**src/verilog/sfs_map.svh**
```systemverilog
`ifndef SFS_MAP_SVH
`define SFS_MAP_SVH

// command codes
`define SFS_OP_SET_WLATCH  8'h06
`define SFS_OP_CLR_WLATCH  8'h04
`define SFS_OP_STAT_RD     8'h05
`define SFS_OP_STAT_WR     8'h01
`define SFS_OP_ARRAY_RD    8'h03
`define SFS_OP_PAGE_PROG   8'h02
`define SFS_OP_SECT_ERASE  8'hD8
`define SFS_OP_BULK_ERASE  8'hC7
`define SFS_OP_WAKE_ID     8'hAB
`define SFS_OP_MAKER_ID    8'h90
`define SFS_OP_JEDEC_ID    8'h9F
`define SFS_OP_OTP_ENTER   8'h3A

// status byte field positions
`define SFS_ST_BUSY        0
`define SFS_ST_WLATCH      1
`define SFS_ST_PROT_LO     2
`define SFS_ST_PROT_HI     4
`define SFS_ST_STPROT      7

// frame lengths in whole bytes, opcode included
`define SFS_LEN_SINGLE     3'h1
`define SFS_LEN_STAT_WR    3'h2
`define SFS_LEN_ADDR_LAST  3'h3
`define SFS_LEN_SECT       3'h4
`define SFS_LEN_PROG_MIN   3'h5
`define SFS_LEN_SAT        3'h7

// array address range
`define SFS_TOP_ADDR       24'h3F_FFFF
`define SFS_ZERO_ADDR      24'h00_0000

// start of the protected upper region for each nonzero protect-size code
`define SFS_PROT_BASE_1    22'h3F_F000
`define SFS_PROT_BASE_2    22'h3F_E000
`define SFS_PROT_BASE_3    22'h3F_C000
`define SFS_PROT_BASE_4    22'h3F_8000
`define SFS_PROT_BASE_5    22'h3F_0000
`define SFS_PROT_BASE_6    22'h20_0000
`define SFS_PROT_BASE_7    22'h00_0000

// pin levels while idle: chip select high, clock low, input low, wp high
`define SFS_PINS_IDLE      4'h9

// timing
`define SFS_CLK_NS         10
`define SFS_TW_NS          5000
`define SFS_TW_CYC         (16'((`SFS_TW_NS + `SFS_CLK_NS - 1) / `SFS_CLK_NS))

`endif

```
**src/verilog/sfs_pkg.sv**
```systemverilog
package sfs_pkg;

   typedef enum logic [1:0] {
      ST_OPCODE,
      ST_BODY,
      ST_IGNORE
   } sfs_phase_t;

   typedef enum logic [1:0] {
      OP_PROGRAM,
      OP_SECTOR,
      OP_BULK
   } sfs_op_t;

   typedef struct packed {
      logic chip_sel_n;
      logic sclk;
      logic serial_in;
      logic wp_n;
   } sfs_pins_t;

   typedef struct packed {
      sfs_pins_t meta;
      sfs_pins_t stable;
   } sfs_sync_t;

   typedef struct packed {
      sfs_phase_t  phase;
      sfs_pins_t   pins_prev;
      logic [6:0]  shift;
      logic [2:0]  bit_cnt;
      logic [2:0]  byte_cnt;
      logic [7:0]  opcode;
      logic [7:0]  tx;
      logic        out_en;
      logic        alt;
      logic [1:0]  id_idx;
      logic [23:0] addr;
      logic [7:0]  wdata;
      logic        write_enable_latch_flag;
      logic        status_protect_bit;
      logic [2:0]  protect_size;
      logic        otp_mode;
      logic        otp_lock;
      logic        hw_prot;
      logic [15:0] wr_cnt;
      logic        wr_busy;
      logic        wr_otp;
      logic [3:0]  wr_pend;
      logic        ext_run;
      logic        op_req;
      sfs_op_t     op_kind;
      logic        op_otp;
      logic        so;
      logic        so_oe;
   } sfs_core_t;

endpackage

```
**src/verilog/sfs_pin_sync.sv**
```systemverilog
`timescale 1ns/1ps
`include "sfs_map.svh"

module sfs_pin_sync
   import sfs_pkg::*;
(
   // clock and reset
   input  wire logic      ref_clk_i,
   input  wire logic      sys_rst_i,
   // raw pins and their synchronised copy
   input  wire sfs_pins_t pins_i,
   output sfs_pins_t      pins_o
);

   sfs_sync_t q;
   sfs_sync_t d;

   always_comb
   begin
      d        = q;
      d.meta   = pins_i;
      d.stable = q.meta;
   end

   always_ff @(posedge ref_clk_i)
   begin
      if (sys_rst_i)
      begin
         q <= {`SFS_PINS_IDLE, `SFS_PINS_IDLE};
      end
      else
      begin
         q <= d;
      end
   end

   assign pins_o = q.stable;

endmodule // sfs_pin_sync

```
**src/verilog/sfs_core.sv**
```systemverilog
`timescale 1ns/1ps
`include "sfs_map.svh"

module sfs_core
   import sfs_pkg::*;
#(
   parameter logic [15:0] TW_CYCLES  = `SFS_TW_CYC,
   parameter logic [7:0]  MAKER_CODE = 8'hA5,   // arbitrary value
   parameter logic [7:0]  PART_CODE  = 8'h5A,   // arbitrary value
   parameter logic [15:0] PART_WIDE  = 16'h3CC3 // arbitrary value
)
(
   // clock and reset
   input  wire logic        ref_clk_i,
   input  wire logic        sys_rst_i,
   // serial bus pins
   input  wire logic        chip_sel_n_i,
   input  wire logic        sclk_i,
   input  wire logic        serial_in_i,
   input  wire logic        wp_n_i,
   output logic             so_o,
   output logic             so_oe_o,
   // array read port
   output logic [23:0]      addr_o,
   input  wire logic [7:0]  mem_data_i,
   // program and erase engine
   output logic             op_req_o,
   output sfs_op_t          op_kind_o,
   output logic             op_otp_o,
   input  wire logic        op_done_i,
   // mode indication
   output logic             otp_mode_o,
   output logic             hw_protect_o
);

   sfs_core_t  q;
   sfs_core_t  n;
   sfs_pins_t  s;
   sfs_pins_t  raw;
   logic [7:0] rx;
   logic [7:0] stat;
   logic       busy;
   logic       rise;
   logic       fall;
   logic       grant;
   logic       out_bit;

   assign raw = '{chip_sel_n: chip_sel_n_i, sclk: sclk_i, serial_in: serial_in_i, wp_n: wp_n_i};

   sfs_pin_sync u_sync (
      .ref_clk_i (ref_clk_i),
      .sys_rst_i (sys_rst_i),
      .pins_i    (raw),
      .pins_o    (s)
   );

   function automatic logic region_hit(input logic [2:0] size, input logic [23:0] a);
      logic [21:0] base;
      base = `SFS_PROT_BASE_7;
      if (size == 3'h1)
         base = `SFS_PROT_BASE_1;
      else if (size == 3'h2)
         base = `SFS_PROT_BASE_2;
      else if (size == 3'h3)
         base = `SFS_PROT_BASE_3;
      else if (size == 3'h4)
         base = `SFS_PROT_BASE_4;
      else if (size == 3'h5)
         base = `SFS_PROT_BASE_5;
      else if (size == 3'h6)
         base = `SFS_PROT_BASE_6;
      return (size != 3'h0) && (a[21:0] >= base);
   endfunction

   // true when a program or erase to this address may not proceed
   function automatic logic guarded(input sfs_core_t c, input logic [23:0] a);
      return c.otp_mode ? c.otp_lock : region_hit(c.protect_size, a);
   endfunction

   always_comb
   begin
      n          = q;
      n.op_req   = 1'b0;
      n.pins_prev = s;
      rise       = s.sclk & ~q.pins_prev.sclk;
      fall       = ~s.sclk & q.pins_prev.sclk;
      busy       = q.wr_busy | q.ext_run;
      rx         = {q.shift, s.serial_in};
      stat       = 8'h00;
      stat[`SFS_ST_BUSY]   = busy;
      stat[`SFS_ST_WLATCH] = q.write_enable_latch_flag;
      stat[`SFS_ST_PROT_HI:`SFS_ST_PROT_LO] = q.protect_size;
      stat[`SFS_ST_STPROT] = q.otp_mode ? q.otp_lock : q.status_protect_bit;
      grant      = q.write_enable_latch_flag & ~busy;
      out_bit    = (q.opcode == `SFS_OP_ARRAY_RD) ? mem_data_i[~q.bit_cnt] : q.tx[~q.bit_cnt];
      n.hw_prot  = q.status_protect_bit & ~s.wp_n;

      // self-timed status write
      if (q.wr_busy)
      begin
         if (q.wr_cnt == 16'h0000)
         begin
            n.wr_busy                 = 1'b0;
            n.write_enable_latch_flag = 1'b0;
            if (q.wr_otp)
            begin
               n.otp_lock = 1'b1;
            end
            else
            begin
               n.status_protect_bit = q.wr_pend[3];
               n.protect_size       = q.wr_pend[2:0];
            end
         end
         else
         begin
            n.wr_cnt = q.wr_cnt - 16'h0001;
         end
      end

      if (op_done_i && q.ext_run)
      begin
         n.ext_run                 = 1'b0;
         n.write_enable_latch_flag = 1'b0;
      end

      if (s.chip_sel_n)
      begin
         n.phase    = ST_OPCODE;
         n.bit_cnt  = 3'h0;
         n.byte_cnt = 3'h0;
         n.out_en   = 1'b0;
         n.so_oe    = 1'b0;
         n.so       = 1'b0;
         // frame end: act only on whole bytes of a known command
         if (!q.pins_prev.chip_sel_n && q.phase == ST_BODY && q.bit_cnt == 3'h0)
         begin
            case (q.opcode)
               `SFS_OP_SET_WLATCH:
               begin
                  if (q.byte_cnt == `SFS_LEN_SINGLE)
                     n.write_enable_latch_flag = 1'b1;
               end
               `SFS_OP_CLR_WLATCH:
               begin
                  if (q.byte_cnt == `SFS_LEN_SINGLE)
                  begin
                     n.write_enable_latch_flag = 1'b0;
                     n.otp_mode                = 1'b0;
                  end
               end
               `SFS_OP_OTP_ENTER:
               begin
                  if (q.byte_cnt == `SFS_LEN_SINGLE && !busy)
                     n.otp_mode = 1'b1;
               end
               `SFS_OP_STAT_WR:
               begin
                  if (q.byte_cnt == `SFS_LEN_STAT_WR && grant && !q.hw_prot)
                  begin
                     n.wr_busy = 1'b1;
                     n.wr_cnt  = TW_CYCLES - 16'h0001;
                     n.wr_otp  = q.otp_mode;
                     n.wr_pend = {q.wdata[`SFS_ST_STPROT],
                                  q.wdata[`SFS_ST_PROT_HI:`SFS_ST_PROT_LO]};
                  end
               end
               `SFS_OP_PAGE_PROG:
               begin
                  if (q.byte_cnt >= `SFS_LEN_PROG_MIN && grant && !guarded(q, q.addr))
                  begin
                     n.op_req  = 1'b1;
                     n.op_kind = OP_PROGRAM;
                     n.op_otp  = q.otp_mode;
                     n.ext_run = 1'b1;
                  end
               end
               `SFS_OP_SECT_ERASE:
               begin
                  if (q.byte_cnt == `SFS_LEN_SECT && grant && !guarded(q, q.addr))
                  begin
                     n.op_req  = 1'b1;
                     n.op_kind = OP_SECTOR;
                     n.op_otp  = q.otp_mode;
                     n.ext_run = 1'b1;
                  end
               end
               `SFS_OP_BULK_ERASE:
               begin
                  if (q.byte_cnt == `SFS_LEN_SINGLE && grant &&
                      (q.otp_mode ? !q.otp_lock : q.protect_size == 3'h0))
                  begin
                     n.op_req  = 1'b1;
                     n.op_kind = OP_BULK;
                     n.op_otp  = q.otp_mode;
                     n.ext_run = 1'b1;
                  end
               end
               default:
               begin
               end
            endcase
         end
      end
      else
      begin
         if (rise)
         begin
            n.shift   = rx[6:0];
            n.bit_cnt = q.bit_cnt + 3'h1;
            if (q.bit_cnt == 3'h7)
            begin
               n.byte_cnt = (q.byte_cnt == `SFS_LEN_SAT) ? q.byte_cnt : q.byte_cnt + 3'h1;
               if (q.phase == ST_OPCODE)
               begin
                  n.opcode = rx;
                  n.phase  = ST_BODY;
                  case (rx)
                     `SFS_OP_STAT_RD:
                     begin
                        n.out_en = 1'b1;
                        n.tx     = stat;
                     end
                     `SFS_OP_JEDEC_ID:
                     begin
                        n.out_en = 1'b1;
                        n.tx     = MAKER_CODE;
                        n.id_idx = 2'h1;
                     end
                     `SFS_OP_ARRAY_RD:
                     begin
                        if (busy)
                           n.phase = ST_IGNORE;
                     end
                     `SFS_OP_WAKE_ID, `SFS_OP_MAKER_ID, `SFS_OP_STAT_WR,
                     `SFS_OP_PAGE_PROG, `SFS_OP_SECT_ERASE, `SFS_OP_BULK_ERASE,
                     `SFS_OP_SET_WLATCH, `SFS_OP_CLR_WLATCH, `SFS_OP_OTP_ENTER:
                     begin
                     end
                     default:
                     begin
                        n.phase = ST_IGNORE;
                     end
                  endcase
               end
               else if (q.phase == ST_BODY)
               begin
                  case (q.opcode)
                     `SFS_OP_STAT_RD:
                     begin
                        n.tx = stat;
                     end
                     `SFS_OP_ARRAY_RD, `SFS_OP_PAGE_PROG, `SFS_OP_SECT_ERASE:
                     begin
                        if (q.byte_cnt <= `SFS_LEN_ADDR_LAST)
                        begin
                           n.addr = {q.addr[15:0], rx};
                           if (q.byte_cnt == `SFS_LEN_ADDR_LAST && q.opcode == `SFS_OP_ARRAY_RD)
                              n.out_en = 1'b1;
                        end
                        else if (q.opcode == `SFS_OP_ARRAY_RD)
                        begin
                           n.addr = (q.addr == `SFS_TOP_ADDR) ? `SFS_ZERO_ADDR
                                                              : q.addr + 24'h00_0001;
                        end
                     end
                     `SFS_OP_WAKE_ID:
                     begin
                        if (q.byte_cnt >= `SFS_LEN_ADDR_LAST)
                           n.out_en = 1'b1;
                        n.tx = PART_CODE;
                     end
                     `SFS_OP_MAKER_ID:
                     begin
                        if (q.byte_cnt == `SFS_LEN_ADDR_LAST)
                        begin
                           n.out_en = 1'b1;
                           n.alt    = rx[0];
                        end
                        else
                        begin
                           n.alt = ~q.alt;
                        end
                        n.tx = n.alt ? PART_CODE : MAKER_CODE;
                     end
                     `SFS_OP_JEDEC_ID:
                     begin
                        if (q.id_idx == 2'h1)
                           n.tx = PART_WIDE[15:8];
                        else if (q.id_idx == 2'h2)
                           n.tx = PART_WIDE[7:0];
                        else
                           n.tx = MAKER_CODE;
                        n.id_idx = (q.id_idx == 2'h2) ? 2'h0 : q.id_idx + 2'h1;
                     end
                     `SFS_OP_STAT_WR:
                     begin
                        if (q.byte_cnt == `SFS_LEN_SINGLE)
                           n.wdata = rx;
                     end
                     default:
                     begin
                     end
                  endcase
               end
            end
         end
         if (fall && q.out_en)
         begin
            n.so    = out_bit;
            n.so_oe = 1'b1;
         end
      end
   end

   always_ff @(posedge ref_clk_i)
   begin
      if (sys_rst_i)
      begin
         q           <= '0;
         q.pins_prev <= `SFS_PINS_IDLE;
      end
      else
      begin
         q <= n;
      end
   end

   assign so_o         = q.so;
   assign so_oe_o      = q.so_oe;
   assign addr_o       = q.addr;
   assign op_req_o     = q.op_req;
   assign op_kind_o    = q.op_kind;
   assign op_otp_o     = q.op_otp;
   assign otp_mode_o   = q.otp_mode;
   assign hw_protect_o = q.hw_prot;

endmodule // sfs_core

```
**config.mk**
```make
export PLATFORM = sky130hd
export DESIGN_NAME = sfs_core
export DESIGN_NICKNAME = d
export VERILOG_FILES = /design/src/verilog/sfs_pkg.sv /design/src/verilog/sfs_pin_sync.sv /design/src/verilog/sfs_core.sv
export VERILOG_INCLUDE_DIRS = /design/src /design/src/verilog
export SDC_FILE = /design/constraint.sdc
export NUM_CORES = 1
export LEC_CHECK = 0
export BUFFER_PORTS_ARGS = -buffer_cell sky130_fd_sc_hd__buf_2
export CORE_MARGIN = 3
export CORE_UTILIZATION = 33
export DETAILED_ROUTE_END_ITERATION = 10
export SYNTH_ARGS = -nofsm -noshare
export SYNTH_HDL_FRONTEND = slang
export SYNTH_HIERARCHICAL = 1
export SYNTH_SLANG_ARGS = --single-unit
```
**constraint.sdc**
```tcl
create_clock -name ref_clk_i -period 3.6 [get_ports ref_clk_i]
set_input_delay 0.54 -clock ref_clk_i [delete_from_list [all_inputs] [get_ports ref_clk_i]]
set_output_delay 0.54 -clock ref_clk_i [all_outputs]
set_load 0.01 [all_outputs]
```
==> results_dict.tcl <==
set metrics [dict create \
    final_antenna_net_count 0 \
    clk_pin_slew_worst_paths_ns 0.08 \
    worstReg2RegEnd "addr_o[18]" \
    ff2ff_setup_slack_ns 0.70 \
    yosys-top-cells-area "dfxtp_1 (34%), nor2_1 (5.6%), mux2i_1 (5.3%)" \
    core_area_um2 18900 \
    synth_largest_area_cell "dfxtp_1" \
    status "finished, final reports clean" \
    viasPerCell 5.33 \
    route.detailed.drc 0 \
    dpl.hpwl_um 11600 \
    synth_area_um2 6410 \
    synth.distinct_cells 79 \
    grt_first_pass_wirelength_um 26500 \
    grt_pass1_vias 5055 \
    numCtsBuffers 9 \
    seq_area_frac_synth_pct 34.3 \
    drtPass1Iterations 4 \
    layout_common_cells "dfxtp_1 (110), nor2_1 (95), buf_2 (45), a21oi_1 (44), nand2_1 (36)" \
    final.period_utilization_pct 80.5 \
    timing.rr.start "q[92]" \
    io_buffers 46 \
    cp-start-kind "flip-flop" \
    gp_congestion 0.886 \
    slew_headroom_pct 44.7 \
    timing_hold_violations_final 0 \
    critPathKind "flip-flop to flip-flop" \
    fin_skew_ns 0.0158 \
    power_leakage_uw 0.00248 \
    worst_pin_slew_ns 0.829 \
    die_y_um 145 \
    area_delta_synth_final_pct 8.02 \
    postCtsSetupRepairBufs 0 \
    clockRootBuffer "clkbuf_16" \
    std_cell_rows 50 \
    cp.required_ns 3.85 \
    grtUsageTotal_pct 15.0 \
    ys_seq_elements 110 \
    syn_inst 745 \
    critPathCaptureType "flip-flop" \
    reg2reg_depth 7 \
    cts_tree "built" \
    grt-ovfl-total 0 \
    startpoint "q[92]" \
    cts_sinks 110 \
    synth_edf_count 0 \
    finalSetupViolations 0 \
    vias 5366 \
    fillers 1952 \
    peakVddDrop_uv 210 \
    post_drt_wl_per_cell_um 15.8 \
    syn_area_per_cell_um2 8.61 \
    async_reset_ff_share_pct 0 \
    synthesis.nets 784 \
    initial_core_util_pct 33.9 \
    drive_gt1_share_pct 13.5 \
    io-pin-count 47 \
    rsz0062_at_grt "no" \
    arrival_ns 3.15 \
    fin_crit_ns 2.90 \
    synth_top_area_share_pct 34.3 \
    dieArea_um2 21100 \
    ys.flop_type "dfxtp_1" \
    cts_resized 0 \
    die_width_um 145 \
    finalNetCount 781 \
    maxCapViolCount 0 \
    drt-total-wl_um 15900 \
    tns_ns 0 \
    htreeDepth 3 \
    max_clock_freq_mhz 345 \
    min_path_type "input port to flip-flop" \
    worstPathMaxFanout 13 \
    crit_path_end "addr_o[18]" \
    p_per_area_nw_per_um2 319 \
    timing.hold.ws_ns 0.386 \
    clk_path_buf_depth 2 \
    clk_latency_ns 0.35 \
    grt_max_degree 49 \
    cts_hold_buffers 0 \
    antenna_found_initial 0 \
    ys_warn_count 6 \
    diodes 0 \
    drtIter0Drc 390 \
    slew_viol_final 0 \
    layout_commonest_cell "dfxtp_1" \
]
[flip-flops by register name (all words and copies together) (netlist names)]
register	flops
hw_protect_o	1
so_o	1
op_kind_o	2
op_otp_o	1
u_sync/d	4
op_req_o	1
so_oe_o	1
addr_o	24
u_sync/pins_o	4
otp_mode_o	1
q	70
[worst max-delay path: stages, from the launching register on]
cell      delay, ns
dfxtp_1        0.53
ha_1           0.21
ha_1           0.19
nand3b_1       0.21
nor3_1         0.48
o21a_1         0.49
nand2b_1       0.44
o32ai_1        0.25
[cell usage after synthesis, types with 7 or more instances]
cell type	n
clkbuf_1	26
ha_1	24
or2_2	8
a221oi_1	11
and3_1	10
nor2_1	95
mux2i_1	34
buf_4	29
inv_1	33
nand2b_1	10
buf_2	11
xnor2_1	19
nor2b_1	12
nor3_1	21
o32ai_1	14
a21oi_1	44
a211oi_1	7
dfxtp_1	110
nand3_1	16
nor4_1	11
nand3b_1	10
o21ai_0	14
nand2_1	36
nand4_1	13
[layout make-up]
| class | count | area (um2) | share of cell area, % |
|---|---|---|---|
| Clock inverter | 4 | 31.3 | 0.452 |
| Timing Repair Buffer | 53 | 285 | 4.12 |
| Tap cell | 260 | 325 | 4.70 |
| Inverter | 33 | 124 | 1.79 |
| Clock buffer | 12 | 246 | 3.56 |
| Multi-Input combinational cell | 535 | 3710 | 53.6 |
| Sequential cell | 110 | 2200 | 31.8 |
[where the power goes]
group	switching, uW	total (uW)	internal, uW
logic	28.5	43.7	15.2
clock network	452	944	492
registers	2.49	1220	1220
[cell families after synthesis]
group                    Yosys count  synth area share, %
flip-flops                       110                 34.3
buffers and inverters            100                 7.77
adder cells (fa/ha/maj)           24                 4.68
AND/OR/NAND/NOR                  297                 26.0
XOR/XNOR                          25                 3.41
multiplexers                      39                 7.06
AO/OA/AOI/OAI                    150                 16.8
[stage by stage]
step           area, um2  power, uW  util, %  setup slack, ns  instances
6_report            6930       2210     36.7            0.703       1007
5_1_grt             6930       2300     36.7            0.489       1007
4_1_cts             6930       2250     36.7            0.724       1007
3_5_place_dp        6650       1300     35.2            0.750        991
3_3_place_gp        6650       1300     35.2            0.920        991
2_1_floorplan       6410       1280        -             1.14        745
[metal layers]
metal	up-vias	routed length, um	global-route usage, %
li1	2680	-	-
met1	2527	7800	21.2
met2	142	7130	23.4
met3	17	754	2.83
met4	0	230	4.23
met5	-	0	0
[how the worst min path moves through the flow]
stage	startpoint	end	slack, ns	cells after the start
2_1_floorplan	u_sync/pins_o[0]	hw_protect_o	0.37	1
3_3_place_gp	u_sync/pins_o[0]	hw_protect_o	0.39	1
3_5_place_dp	u_sync/pins_o[0]	hw_protect_o	0.38	1
4_1_cts	wp_n_i	u_sync/d[0]	0.37	2
5_1_grt	wp_n_i	u_sync/d[0]	0.38	2
6_report	wp_n_i	u_sync/d[0]	0.39	2
(Power assumes the default switching activity.)
